**src/pkg/somc_pkg.sv**
```systemverilog
package somc_pkg;
  localparam int NCH = 8;
  localparam logic [7:0] ADDR_CTRL = 8'h00;
  localparam logic [7:0] ADDR_OUT = 8'h04;
  localparam logic [7:0] ADDR_MAP_A = 8'h08;
  localparam logic [7:0] ADDR_MAP_B = 8'h0C;
  localparam logic [7:0] ADDR_STAT = 8'h10;
  localparam logic [7:0] ADDR_DIAG = 8'h14;
  localparam logic [7:0] MAP_A_RST = 8'h04;
  localparam logic [7:0] MAP_B_RST = 8'h08;
  localparam logic [7:0] LIMP_MASK = 8'h0C;
  localparam int CTRL_ACT = 0;
  localparam int CTRL_RST = 1;
  localparam int CTRL_PWMA = 2;
  localparam int CTRL_PWMB = 3;
  localparam logic [1:0] MODE_LIMP = 2'h1;
  localparam logic [1:0] MODE_IDLE = 2'h0;
  localparam logic [1:0] MODE_ACTIVE = 2'h2;
  localparam logic [1:0] MODE_SLEEP = 2'h3;
  typedef enum logic [1:0] {SOMC_SLEEP, SOMC_IDLE, SOMC_ACTIVE, SOMC_LIMP} somc_state_t;
  typedef struct packed {
    logic supply_uv;
    logic logic_uv;
    logic logic_low;
    logic supply_ok;
  } somc_supply_t;
  typedef struct packed {
    logic supply_undervoltage_flag;
    logic logic_supply_low_flag;
    logic transmission_error_flag;
    logic open_load_on_flag;
    logic open_load_off_flag;
    logic [1:0] mode;
  } somc_status_t;
endpackage

```
**src/core/somc_ctrl.sv**
```systemverilog
// The APB slave port and the address map are this design's own decisions.
`timescale 1ns/1ps
`default_nettype none
module somc_ctrl
  import somc_pkg::*;
(
  input wire logic pclk,
  input wire logic presetn,
  input wire logic [7:0] paddr,
  input wire logic psel,
  input wire logic penable,
  input wire logic pwrite,
  input wire logic [31:0] pwdata,
  output logic [31:0] prdata,
  output logic pready,
  output logic pslverr,
  input wire logic standby_select_pin,
  input wire logic [1:0] direct_input_pin,
  input wire somc_supply_t supply_in,
  input wire logic [NCH-1:0] channel_fault,
  input wire logic open_load_on_in,
  input wire logic open_load_off_in,
  input wire logic [NCH-1:0] output_status_monitor_in,
  input wire logic comm_error_in,
  output logic [NCH-1:0] channel_on,
  output logic diag_enable,
  output logic [1:0] op_mode
);

  // ----------------------------------------
  // Input synchronisers
  // ----------------------------------------
  logic [7:0] sync1;
  logic [7:0] sync2;
  always_ff @(posedge pclk or negedge presetn) begin
    if (!presetn) begin
      sync1 <= 8'h00;
      sync2 <= 8'h00;
    end else begin
      sync1 <= {open_load_off_in, open_load_on_in, comm_error_in, standby_select_pin,
                direct_input_pin, supply_in.logic_uv, supply_in.supply_uv};
      sync2 <= sync1;
    end
  end
  logic [NCH-1:0] osm1, osm2, flt1, flt2;
  logic lsup1, lsup2, sok1, sok2;
  always_ff @(posedge pclk or negedge presetn) begin
    if (!presetn) begin
      osm1 <= '0;
      osm2 <= '0;
      flt1 <= '0;
      flt2 <= '0;
      lsup1 <= 1'b0;
      lsup2 <= 1'b0;
      sok1 <= 1'b0;
      sok2 <= 1'b0;
    end else begin
      osm1 <= output_status_monitor_in;
      osm2 <= osm1;
      flt1 <= channel_fault;
      flt2 <= flt1;
      lsup1 <= supply_in.logic_low;
      lsup2 <= lsup1;
      sok1 <= supply_in.supply_ok;
      sok2 <= sok1;
    end
  end
  logic s_vs_uv, s_vdd_uv, s_idle_pin, s_ter, s_open_load_on_flag, s_open_load_off_flag;
  logic [1:0] s_in;
  assign s_vs_uv = sync2[0];
  assign s_vdd_uv = sync2[1];
  assign s_in = sync2[3:2];
  assign s_idle_pin = sync2[4];
  assign s_ter = sync2[5];
  assign s_open_load_on_flag = sync2[6];
  assign s_open_load_off_flag = sync2[7];

  // ----------------------------------------
  // Mode state machine
  // ----------------------------------------
  // Mapping registers only steer channels, never the wake decision, so an input wakes
  // the device even with both maps empty.
  somc_state_t state, next_state;
  logic keep_active;
  logic [NCH-1:0] out_cmd;
  logic any_in, any_cmd, power_up, reg_reset, soft_rst;
  assign any_in = |s_in;
  assign any_cmd = |out_cmd;
  assign power_up = sok2 && (any_in || s_idle_pin);
  always_comb begin
    next_state = state;
    case (state)
      SOMC_SLEEP: begin
        if (power_up) begin
          if (!s_idle_pin) begin
            next_state = SOMC_LIMP;
          end else if (any_in) begin
            next_state = SOMC_ACTIVE;
          end else begin
            next_state = SOMC_IDLE;
          end
        end
      end
      SOMC_IDLE: begin
        if (!s_idle_pin) begin
          next_state = any_in ? SOMC_LIMP : SOMC_SLEEP;
        end else if ((any_in || any_cmd || keep_active) && !s_vdd_uv) begin
          next_state = SOMC_ACTIVE;
        end
      end
      SOMC_ACTIVE: begin
        if (!s_idle_pin) begin
          next_state = any_in ? SOMC_LIMP : SOMC_SLEEP;
        end else if (s_vdd_uv && !any_in) begin
          next_state = SOMC_IDLE;
        end else if (!keep_active && !any_in && !any_cmd) begin
          next_state = SOMC_IDLE;
        end
      end
      SOMC_LIMP: begin
        if (s_idle_pin) begin
          next_state = SOMC_ACTIVE;
        end else if (!any_in) begin
          next_state = SOMC_SLEEP;
        end
      end
      default: next_state = SOMC_SLEEP;
    endcase
  end
  always_ff @(posedge pclk or negedge presetn) begin
    if (!presetn) begin
      state <= SOMC_SLEEP;
    end else begin
      state <= next_state;
    end
  end

  // ----------------------------------------
  // Register file
  // ----------------------------------------
  logic wr_acc, rd_acc, wr_ok, limp, hard_reset;
  logic [7:0] map_a, map_b;
  logic pwm_a, pwm_b;
  logic uv_flag, low_flag, ter_flag, ter_pend;
  logic [NCH-1:0] err_flag;
  assign limp = (state == SOMC_LIMP);
  // Bus effects except the first-command error mark in Limp Home wait for the completing edge, so a two-cycle access acts only once.
  assign wr_acc = psel && penable && pwrite && pready;
  assign rd_acc = psel && penable && !pwrite && pready;
  assign wr_ok = wr_acc && !limp && state != SOMC_SLEEP && !s_vdd_uv;
  assign soft_rst = wr_ok && paddr == ADDR_CTRL && pwdata[CTRL_RST];
  assign hard_reset = s_vdd_uv || !s_idle_pin || state == SOMC_SLEEP;
  assign reg_reset = hard_reset || soft_rst || limp;
  always_ff @(posedge pclk or negedge presetn) begin
    if (!presetn) begin
      keep_active <= 1'b0;
      pwm_a <= 1'b0;
      pwm_b <= 1'b0;
      out_cmd <= '0;
      map_a <= MAP_A_RST;
      map_b <= MAP_B_RST;
    end else if (reg_reset) begin
      keep_active <= 1'b0;
      pwm_a <= 1'b0;
      pwm_b <= 1'b0;
      out_cmd <= '0;
      map_a <= MAP_A_RST;
      map_b <= MAP_B_RST;
    end else if (wr_ok) begin
      case (paddr)
        ADDR_CTRL: begin
          keep_active <= pwdata[CTRL_ACT];
          pwm_a <= pwdata[CTRL_PWMA];
          pwm_b <= pwdata[CTRL_PWMB];
        end
        ADDR_OUT: out_cmd <= pwdata[NCH-1:0];
        ADDR_MAP_A: map_a <= pwdata[7:0];
        ADDR_MAP_B: map_b <= pwdata[7:0];
        default: out_cmd <= out_cmd;
      endcase
    end
  end

  // ----------------------------------------
  // Flags
  // ----------------------------------------
  logic diag_read;
  assign diag_read = rd_acc && paddr == ADDR_DIAG;
  // Set wins over the readout clear so a supply dip during the read is kept.
  always_ff @(posedge pclk or negedge presetn) begin
    if (!presetn) begin
      uv_flag <= 1'b0;
      low_flag <= 1'b0;
    end else if (s_vdd_uv || state == SOMC_SLEEP) begin
      uv_flag <= 1'b0;
      low_flag <= 1'b0;
    end else if (limp) begin
      uv_flag <= 1'b1;
      low_flag <= 1'b1;
    end else begin
      if (s_vs_uv) begin
        uv_flag <= 1'b1;
      end else if (diag_read || soft_rst) begin
        uv_flag <= 1'b0;
      end
      if (lsup2) begin
        low_flag <= 1'b1;
      end else if (diag_read || soft_rst) begin
        low_flag <= 1'b0;
      end
    end
  end
  // Error flags survive Idle, soft reset and Limp Home; other hard resets clear them.
  always_ff @(posedge pclk or negedge presetn) begin
    if (!presetn) begin
      err_flag <= '0;
    end else if (hard_reset && !limp) begin
      err_flag <= '0;
    end else begin
      err_flag <= (err_flag | flt2) & ~(diag_read ? ~flt2 : '0);
    end
  end
  always_ff @(posedge pclk or negedge presetn) begin
    if (!presetn) begin
      ter_flag <= 1'b0;
      ter_pend <= 1'b0;
    end else begin
      // Entry into Limp Home falls inside a hard reset, so the pending mark must win it.
      if (next_state == SOMC_LIMP && !limp) begin
        ter_pend <= 1'b1;
      end else if (hard_reset && !limp) begin
        ter_pend <= 1'b0;
      end else if (psel && penable && limp) begin
        ter_pend <= 1'b0;
      end
      if (hard_reset && !limp) begin
        ter_flag <= 1'b0;
      end else if (s_ter || (psel && penable && limp && ter_pend)) begin
        ter_flag <= 1'b1;
      end else if (diag_read) begin
        ter_flag <= 1'b0;
      end
    end
  end

  // ----------------------------------------
  // Outputs and read data
  // ----------------------------------------
  somc_status_t stat;
  logic [1:0] next_mode;
  always_comb begin
    case (state)
      SOMC_LIMP: next_mode = MODE_LIMP;
      SOMC_ACTIVE: next_mode = MODE_ACTIVE;
      SOMC_IDLE: next_mode = MODE_IDLE;
      default: next_mode = MODE_SLEEP;
    endcase
  end
  assign stat.supply_undervoltage_flag = uv_flag;
  assign stat.logic_supply_low_flag = low_flag;
  assign stat.transmission_error_flag = ter_flag;
  assign stat.open_load_on_flag = s_open_load_on_flag && !limp;
  assign stat.open_load_off_flag = s_open_load_off_flag && !limp;
  assign stat.mode = next_mode;
  logic [NCH-1:0] pin_map, next_ch;
  always_comb begin
    pin_map = (s_in[0] ? map_a : 8'h00) | (s_in[1] ? map_b : 8'h00);
    case (state)
      SOMC_ACTIVE: next_ch = (sok2 && !s_vs_uv) ? (out_cmd | pin_map) : '0;
      SOMC_LIMP: next_ch = (s_vs_uv ? 8'h00 : pin_map) & LIMP_MASK;
      default: next_ch = '0;
    endcase
  end
  logic [31:0] next_rdata;
  always_comb begin
    case (paddr)
      ADDR_CTRL: next_rdata = {28'h0000000, pwm_b, pwm_a, 1'b0, keep_active};
      ADDR_OUT: next_rdata = {24'h000000, out_cmd};
      ADDR_MAP_A: next_rdata = {24'h000000, map_a};
      ADDR_MAP_B: next_rdata = {24'h000000, map_b};
      ADDR_STAT: next_rdata = {25'h0000000, stat};
      ADDR_DIAG: next_rdata = {16'h0000, err_flag, osm2};
      default: next_rdata = 32'h00000000;
    endcase
  end
  // Pready waits one access cycle so prdata can come straight from a flop.
  always_ff @(posedge pclk or negedge presetn) begin
    if (!presetn) begin
      pready <= 1'b0;
      prdata <= 32'h00000000;
      pslverr <= 1'b0;
    end else begin
      pready <= psel && penable && !pready;
      prdata <= (psel && !pwrite) ? next_rdata : 32'h00000000;
      pslverr <= psel && penable && !pready && (paddr > ADDR_DIAG || paddr[1:0] != 2'h0);
    end
  end
  always_ff @(posedge pclk or negedge presetn) begin
    if (!presetn) begin
      channel_on <= '0;
      diag_enable <= 1'b0;
      op_mode <= MODE_SLEEP;
    end else begin
      channel_on <= next_ch;
      diag_enable <= (state == SOMC_ACTIVE);
      op_mode <= next_mode;
    end
  end

  a_limp_mask: assert property (@(posedge pclk) disable iff (!presetn)
    (state == SOMC_LIMP) |=> (channel_on & ~LIMP_MASK) == '0)
    else $error("channel outside limp mask on");
  a_sleep_off: assert property (@(posedge pclk) disable iff (!presetn)
    (state == SOMC_SLEEP) |=> channel_on == '0 && out_cmd == '0)
    else $error("sleep not quiet");
  a_limp_flags: assert property (@(posedge pclk) disable iff (!presetn)
    (state == SOMC_LIMP && $past(state) == SOMC_LIMP) |-> uv_flag && low_flag)
    else $error("limp flags not forced");
  a_limp_mode: assert property (@(posedge pclk) disable iff (!presetn)
    (state == SOMC_LIMP) |=> op_mode == 2'h1)
    else $error("limp mode code wrong");
  a_limp_ro: assert property (@(posedge pclk) disable iff (!presetn)
    (state == SOMC_LIMP && wr_acc)
    |=> out_cmd == '0 && !keep_active && map_a == MAP_A_RST && map_b == MAP_B_RST)
    else $error("write taken in limp");
  a_keep_act: assert property (@(posedge pclk) disable iff (!presetn)
    (state == SOMC_ACTIVE && keep_active && s_idle_pin && !s_vdd_uv) |=> state == SOMC_ACTIVE)
    else $error("left active with keep bit");
  a_idle_exit: assert property (@(posedge pclk) disable iff (!presetn)
    (state == SOMC_ACTIVE && s_idle_pin && !keep_active && !any_in && !any_cmd)
    |=> state == SOMC_IDLE)
    else $error("active did not return idle");
  a_wake_act: assert property (@(posedge pclk) disable iff (!presetn)
    (state == SOMC_IDLE && s_idle_pin && any_in && !s_vdd_uv) |=> state == SOMC_ACTIVE)
    else $error("no wake to active");
  a_idle_off: assert property (@(posedge pclk) disable iff (!presetn)
    (state == SOMC_IDLE) ##1 (state == SOMC_IDLE) |-> channel_on == '0 && !diag_enable)
    else $error("idle drives channel");
  a_ter_first: assert property (@(posedge pclk) disable iff (!presetn)
    (state == SOMC_LIMP && ter_pend && psel && penable) |=> ter_flag)
    else $error("first limp command left error clear");
  a_err_keep: assert property (@(posedge pclk) disable iff (!presetn)
    (state == SOMC_IDLE && !hard_reset && !diag_read)
    |=> (err_flag & $past(err_flag)) == $past(err_flag))
    else $error("error flag lost in idle");
endmodule
`default_nettype wire

```
**config.mk**
```make
export PLATFORM = sky130hd
export DESIGN_NAME = somc_ctrl
export DESIGN_NICKNAME = d
export VERILOG_FILES = /design/src/pkg/somc_pkg.sv /design/src/core/somc_ctrl.sv
export SDC_FILE = /design/constraint.sdc
export NUM_CORES = 1
export LEC_CHECK = 0
export ABC_AREA = 0
export ABC_CLOCK_PERIOD_IN_PS = 6400
export BUFFER_PORTS_ARGS = -buffer_cell sky130_fd_sc_hd__buf_4
export CAP_MARGIN = 20
export CORE_ASPECT_RATIO = 1.75
export CORE_MARGIN = 5
export CORE_UTILIZATION = 55
export CTS_BUF_LIST = sky130_fd_sc_hd__clkbuf_8 sky130_fd_sc_hd__clkbuf_16
export CTS_CLUSTER_DIAMETER = 80
export CTS_CLUSTER_SIZE = 25
export DETAILED_ROUTE_END_ITERATION = 12
export GPL_TIMING_DRIVEN = 1
export HOLD_SLACK_MARGIN = 0.03
export PLACE_DENSITY = 0.91
export SYNTH_ARGS = -nofsm -noshare
export SYNTH_HDL_FRONTEND = slang
export SYNTH_SLANG_ARGS = --single-unit
```
**constraint.sdc**
```tcl
create_clock -name pclk -period 6.4 [get_ports pclk]
set_clock_uncertainty 0.15 [all_clocks]
set_input_delay 0.96 -clock pclk [delete_from_list [all_inputs] [get_ports pclk]]
set_output_delay 0.96 -clock pclk [all_outputs]
set_load 0.01 [all_outputs]
```
==> summary.md <==
| Metric | Value |
|---|---|
| Antenna cells | `0` |
| Grt ovf | `0` |
| RSZ-0062 raised after global routing | `false` |
| Cts hold-fix bufs | `0` |
| Layout overhead on the synthesized area | `24.4%` |
| Syn Area/Cell | `roughly 12 um^2` |
| Switching share of power | `0.258` |
| Hold Path End | `osm2[7]` |
| HP Start | `osm1[7]` |
| CP delay by family, top | `simple AND/OR/NAND/NOR gates` |
| DR iter-0 viols | `553` |
| Worst r2r src | `state[0]` |
| CP startpoint kind | `flip-flop` |
| Final #Nets | `around 540` |
| PortBufs | `75` |
| Initial antenna violation count | `0` |
| Final min period | `3.16 ns` |
| Data required time of the worst path | `roughly 6.6 ns` |
| Max cap viols | `0` |
| Routability cong. | `0.825` |
| 1st-pass router iterations | `7` |
| Final Hold Vio Count | `0` |
| Crit-path max FO | `25` |
| IO Pins | `116` |
| Post-route insts no fill | `between 500 and 600` |
| CTS tree | `yes` |
| R2R Path End | `map_b[3]` |
| FFs w/ async S/R, synth | `1.00` |
| H-tree Lvls | `4` |
| Layout cell share with drive strength beyond 1 | `0.237` |
| Met3 routed WL | `882 um` |
| Cells after synthesis | `390` |
| Register share of total power | `0.433` |
| First-pass GRT wire length | `18,100 um` |
| Synth Warn # | `0` |
| CP max stage cell | `and4b_1` |
| Root Driver | `clkbuf_16` |
| CTS sink cnt | `between 100 and 150` |
| Int Pwr | `between 1500 and 2000 uW` |
| Post-CTS Setup Bufs | `0` |
| GR Util All Layers | `0.228` |
| Cell area after synthesis | `4650 um^2` |
| Worst hold stages | `0` |
| # fillers | `541` |
| Die height | `roughly 130 um` |
| Static Leak | `roughly 0.0026 uW` |
| Fraction of the cycle the final worst path needs | `0.494` |
| Pin count of the biggest net entering global routing | `79` |
| M1 WL | `3700 um` |
| Clock power share | `0.437` |
| # rows | `44` |
| Comb power frac | `0.130` |
| Reg2reg setup slack | `3.24 ns` |
| Die width | `between 70 and 80 um` |
| Die area | `10,500 um^2` |
| Met2 wire length | `roughly 5900 um` |
| Placed Area | `about 5200 um^2` |
| FF+latch area | `approximately 3000 um^2` |
| Hold Crit Class | `flip-flop to flip-flop` |
| Levels on crit path | `7` |
| Status | `finished, final reports clean` |
| Fin area | `5790 um^2` |
| Endpoints failing setup | `0` |
| Sequential area share after synthesis | `0.657` |
| Clock buffer count from CTS | `17` |
| Max Freq | `approximately 320 MHz` |
| Routed via count | `3,505` |
| Power Density | `350 nW/um^2` |
| DRT antenna net count | `0` |
| Hpwl dp | `about 7500 um` |
| Slew HR | `0.380` |
| Critical path class | `flip-flop to flip-flop` |
| DR WL/cell | `18.7 um` |
| Clock slew at reported path FFs | `0.06 ns` |
| Worst R2R Path Depth | `7` |
| Vias in the first global route | `3,561` |
| Worst-Margin Slew | `0.930 ns` |
| Vias per inst | `5.92` |
| Yosys cell types | `47` |
| Switching power | `523 uW` |
| Clock Tree Buf Depth | `2` |
| Top sig layer | `met4` |
| Initial Util | `0.560` |
| Clk Latency, worst-skew pair | `0.41 ns` |
| Yosys reg bits | `122` |
| Residual DRC count | `0` |
| CP cell instances | `inv_1, ha_1, nor2_1, and4b_1, and2_1, nor2b_1, a211o_1` |
| VDD IR max | `214 uV` |
| WP data arrival | `3.35 ns` |
| Area of the multi-input gates | `1440 um^2` |
| Crit path buf inv count | `1` |
| Main synth FF type | `dfrtp_1` |
| Dpl cells | `562` |
| Final WL | `~11,000 um` |
| Core footprint | `8310 um^2` |
| Max stage delay on crit path | `0.83 ns` |
| Number of flops mapped to enable cells by yosys | `0` |
| Final Max Tran Viols | `0` |
| Post-CTS Resized | `0` |
| Setup TNS | `0 ns` |
| Critical Path End Type | `flip-flop` |
==> worst max-delay path by stage <==
stage / from / end / slack [ns]
after floorplan: paddr[1] / map_b[0] / 3.79
after global placement: psel / map_b[3] / 3.30
after detailed placement: psel / map_b[3] / 3.25
after CTS: state[0] / map_b[3] / 3.30
after global routing: state[0] / map_b[5] / 3.00
final: state[0] / map_b[3] / 3.24
==> power groups by stage <==
stage | sequential (uW) | clock [uW] | combinational [uW]
after floorplan | 881 | 0 | 159
after global placement | 884 | 0 | 245
after detailed placement | 887 | 0 | 255
after CTS | 877 | 896 | 259
after global routing | 884 | 940 | 290
final | 878 | 886 | 263
==> registers in the layout, indices dropped and copies added (netlist names), 2 cells and up <==
register / count
channel_on: 8
err_flag: 8
flt1: 8
flt2: 8
map_a: 8
map_b: 8
op_mode: 2
osm1: 8
osm2: 8
out_cmd: 8
prdata: 16
state: 2
sync1: 8
sync2: 8
==> synth_stat cells (2+ instances only) <==
cell         n  area share
or2_2        2      0.0027
nand3b_1     3      0.0048
nor4b_1      2      0.0038
nor2_1      33       0.027
nor4_1       2      0.0027
a2111oi_0    2      0.0038
o221ai_1     3      0.0056
nor2b_1      3      0.0040
or3_1        2      0.0027
a222oi_1     7       0.015
mux2i_1      7       0.015
nand2b_1     4      0.0054
nand3_1     16       0.017
buf_4       16       0.026
or4_1        3      0.0048
a22o_1       2      0.0038
a22oi_1      7       0.011
nand2_1     35       0.028
a221oi_1     9       0.017
and4b_1      2      0.0043
dfstp_2      4       0.023
clkbuf_1    14       0.011
nand4b_1     3      0.0056
and2_1      11       0.015
a21o_1       2      0.0032
dfrtp_1    118        0.63
ha_1         4       0.011
a31oi_1      2      0.0027
o211ai_1     2      0.0032
nor3_1       7      0.0075
buf_2        4      0.0043
a21oi_1     38       0.041
inv_1        5      0.0040
a211oi_1     3      0.0048
==> per-stage QoR <==
step                      setup slack (ns)  power (uW)   util  hold slack, ns
after CTS                             3.30        2030  0.696           0.192
after global routing                  3.00        2110  0.696           0.196
final                                 3.24        2030  0.696           0.192
after global placement                3.30        1130  0.629           0.183
after floorplan                       3.79        1040      -           0.181
after detailed placement              3.25        1140  0.629           0.185
==> routing by layer <==
| layer | vias to the layer above | global-route usage |
|---|---|---|
| met2 | 269 | 0.381 |
| met3 | 61 | 0.0541 |
| met4 | 0 | 0.142 |
| met1 | 1657 | 0.255 |
| li1 | 1518 | - |
| met5 | - | 0 |
==> logic make-up (layout without fill, tap and decap cells) <==
family | Yosys count | after routing | share of synthesized area
DFF | 122 | 122 | 0.657
buffers and inverters | 39 | 111 | 0.0454
adders and majority gates | 4 | 4 | 0.0108
and+or+nand+nor | 132 | 132 | 0.143
AOI/OAI and AO/OA | 85 | 85 | 0.127
other | 1 | 16 | 0.000806
muxes | 7 | 7 | 0.0151
==> area by class of cell <==
type                    instances  share of cell area
clock buffers                  17              0.0735
multi-input cells             244               0.249
repair buffers                 76              0.0986
inverters                       5             0.00324
flip-flops and latches        122               0.528
well taps                     115              0.0249
clock inverters                13              0.0229
==> layout by cell type, fill, tap and decap left out, types with 3 or more instances in the layout <==
master / n
dfrtp_1: 118
buf_4: 76
a21oi_1: 38
nand2_1: 35
nor2_1: 33
clkbuf_16: 17
nand3_1: 16
conb_1: 16
and2_1: 11
a221oi_1: 9
inv_1: 7
nor3_1: 7
a222oi_1: 7
a22oi_1: 7
mux2i_1: 7
nand2b_1: 4
ha_1: 4
dfstp_2: 4
a211oi_1: 3
or4_1: 3
o221ai_1: 3
nor2b_1: 3
nand3b_1: 3
nand4b_1: 3
clkinv_2: 3
clkinv_4: 3
Note: power is estimated with default switching activity, not from simulation.
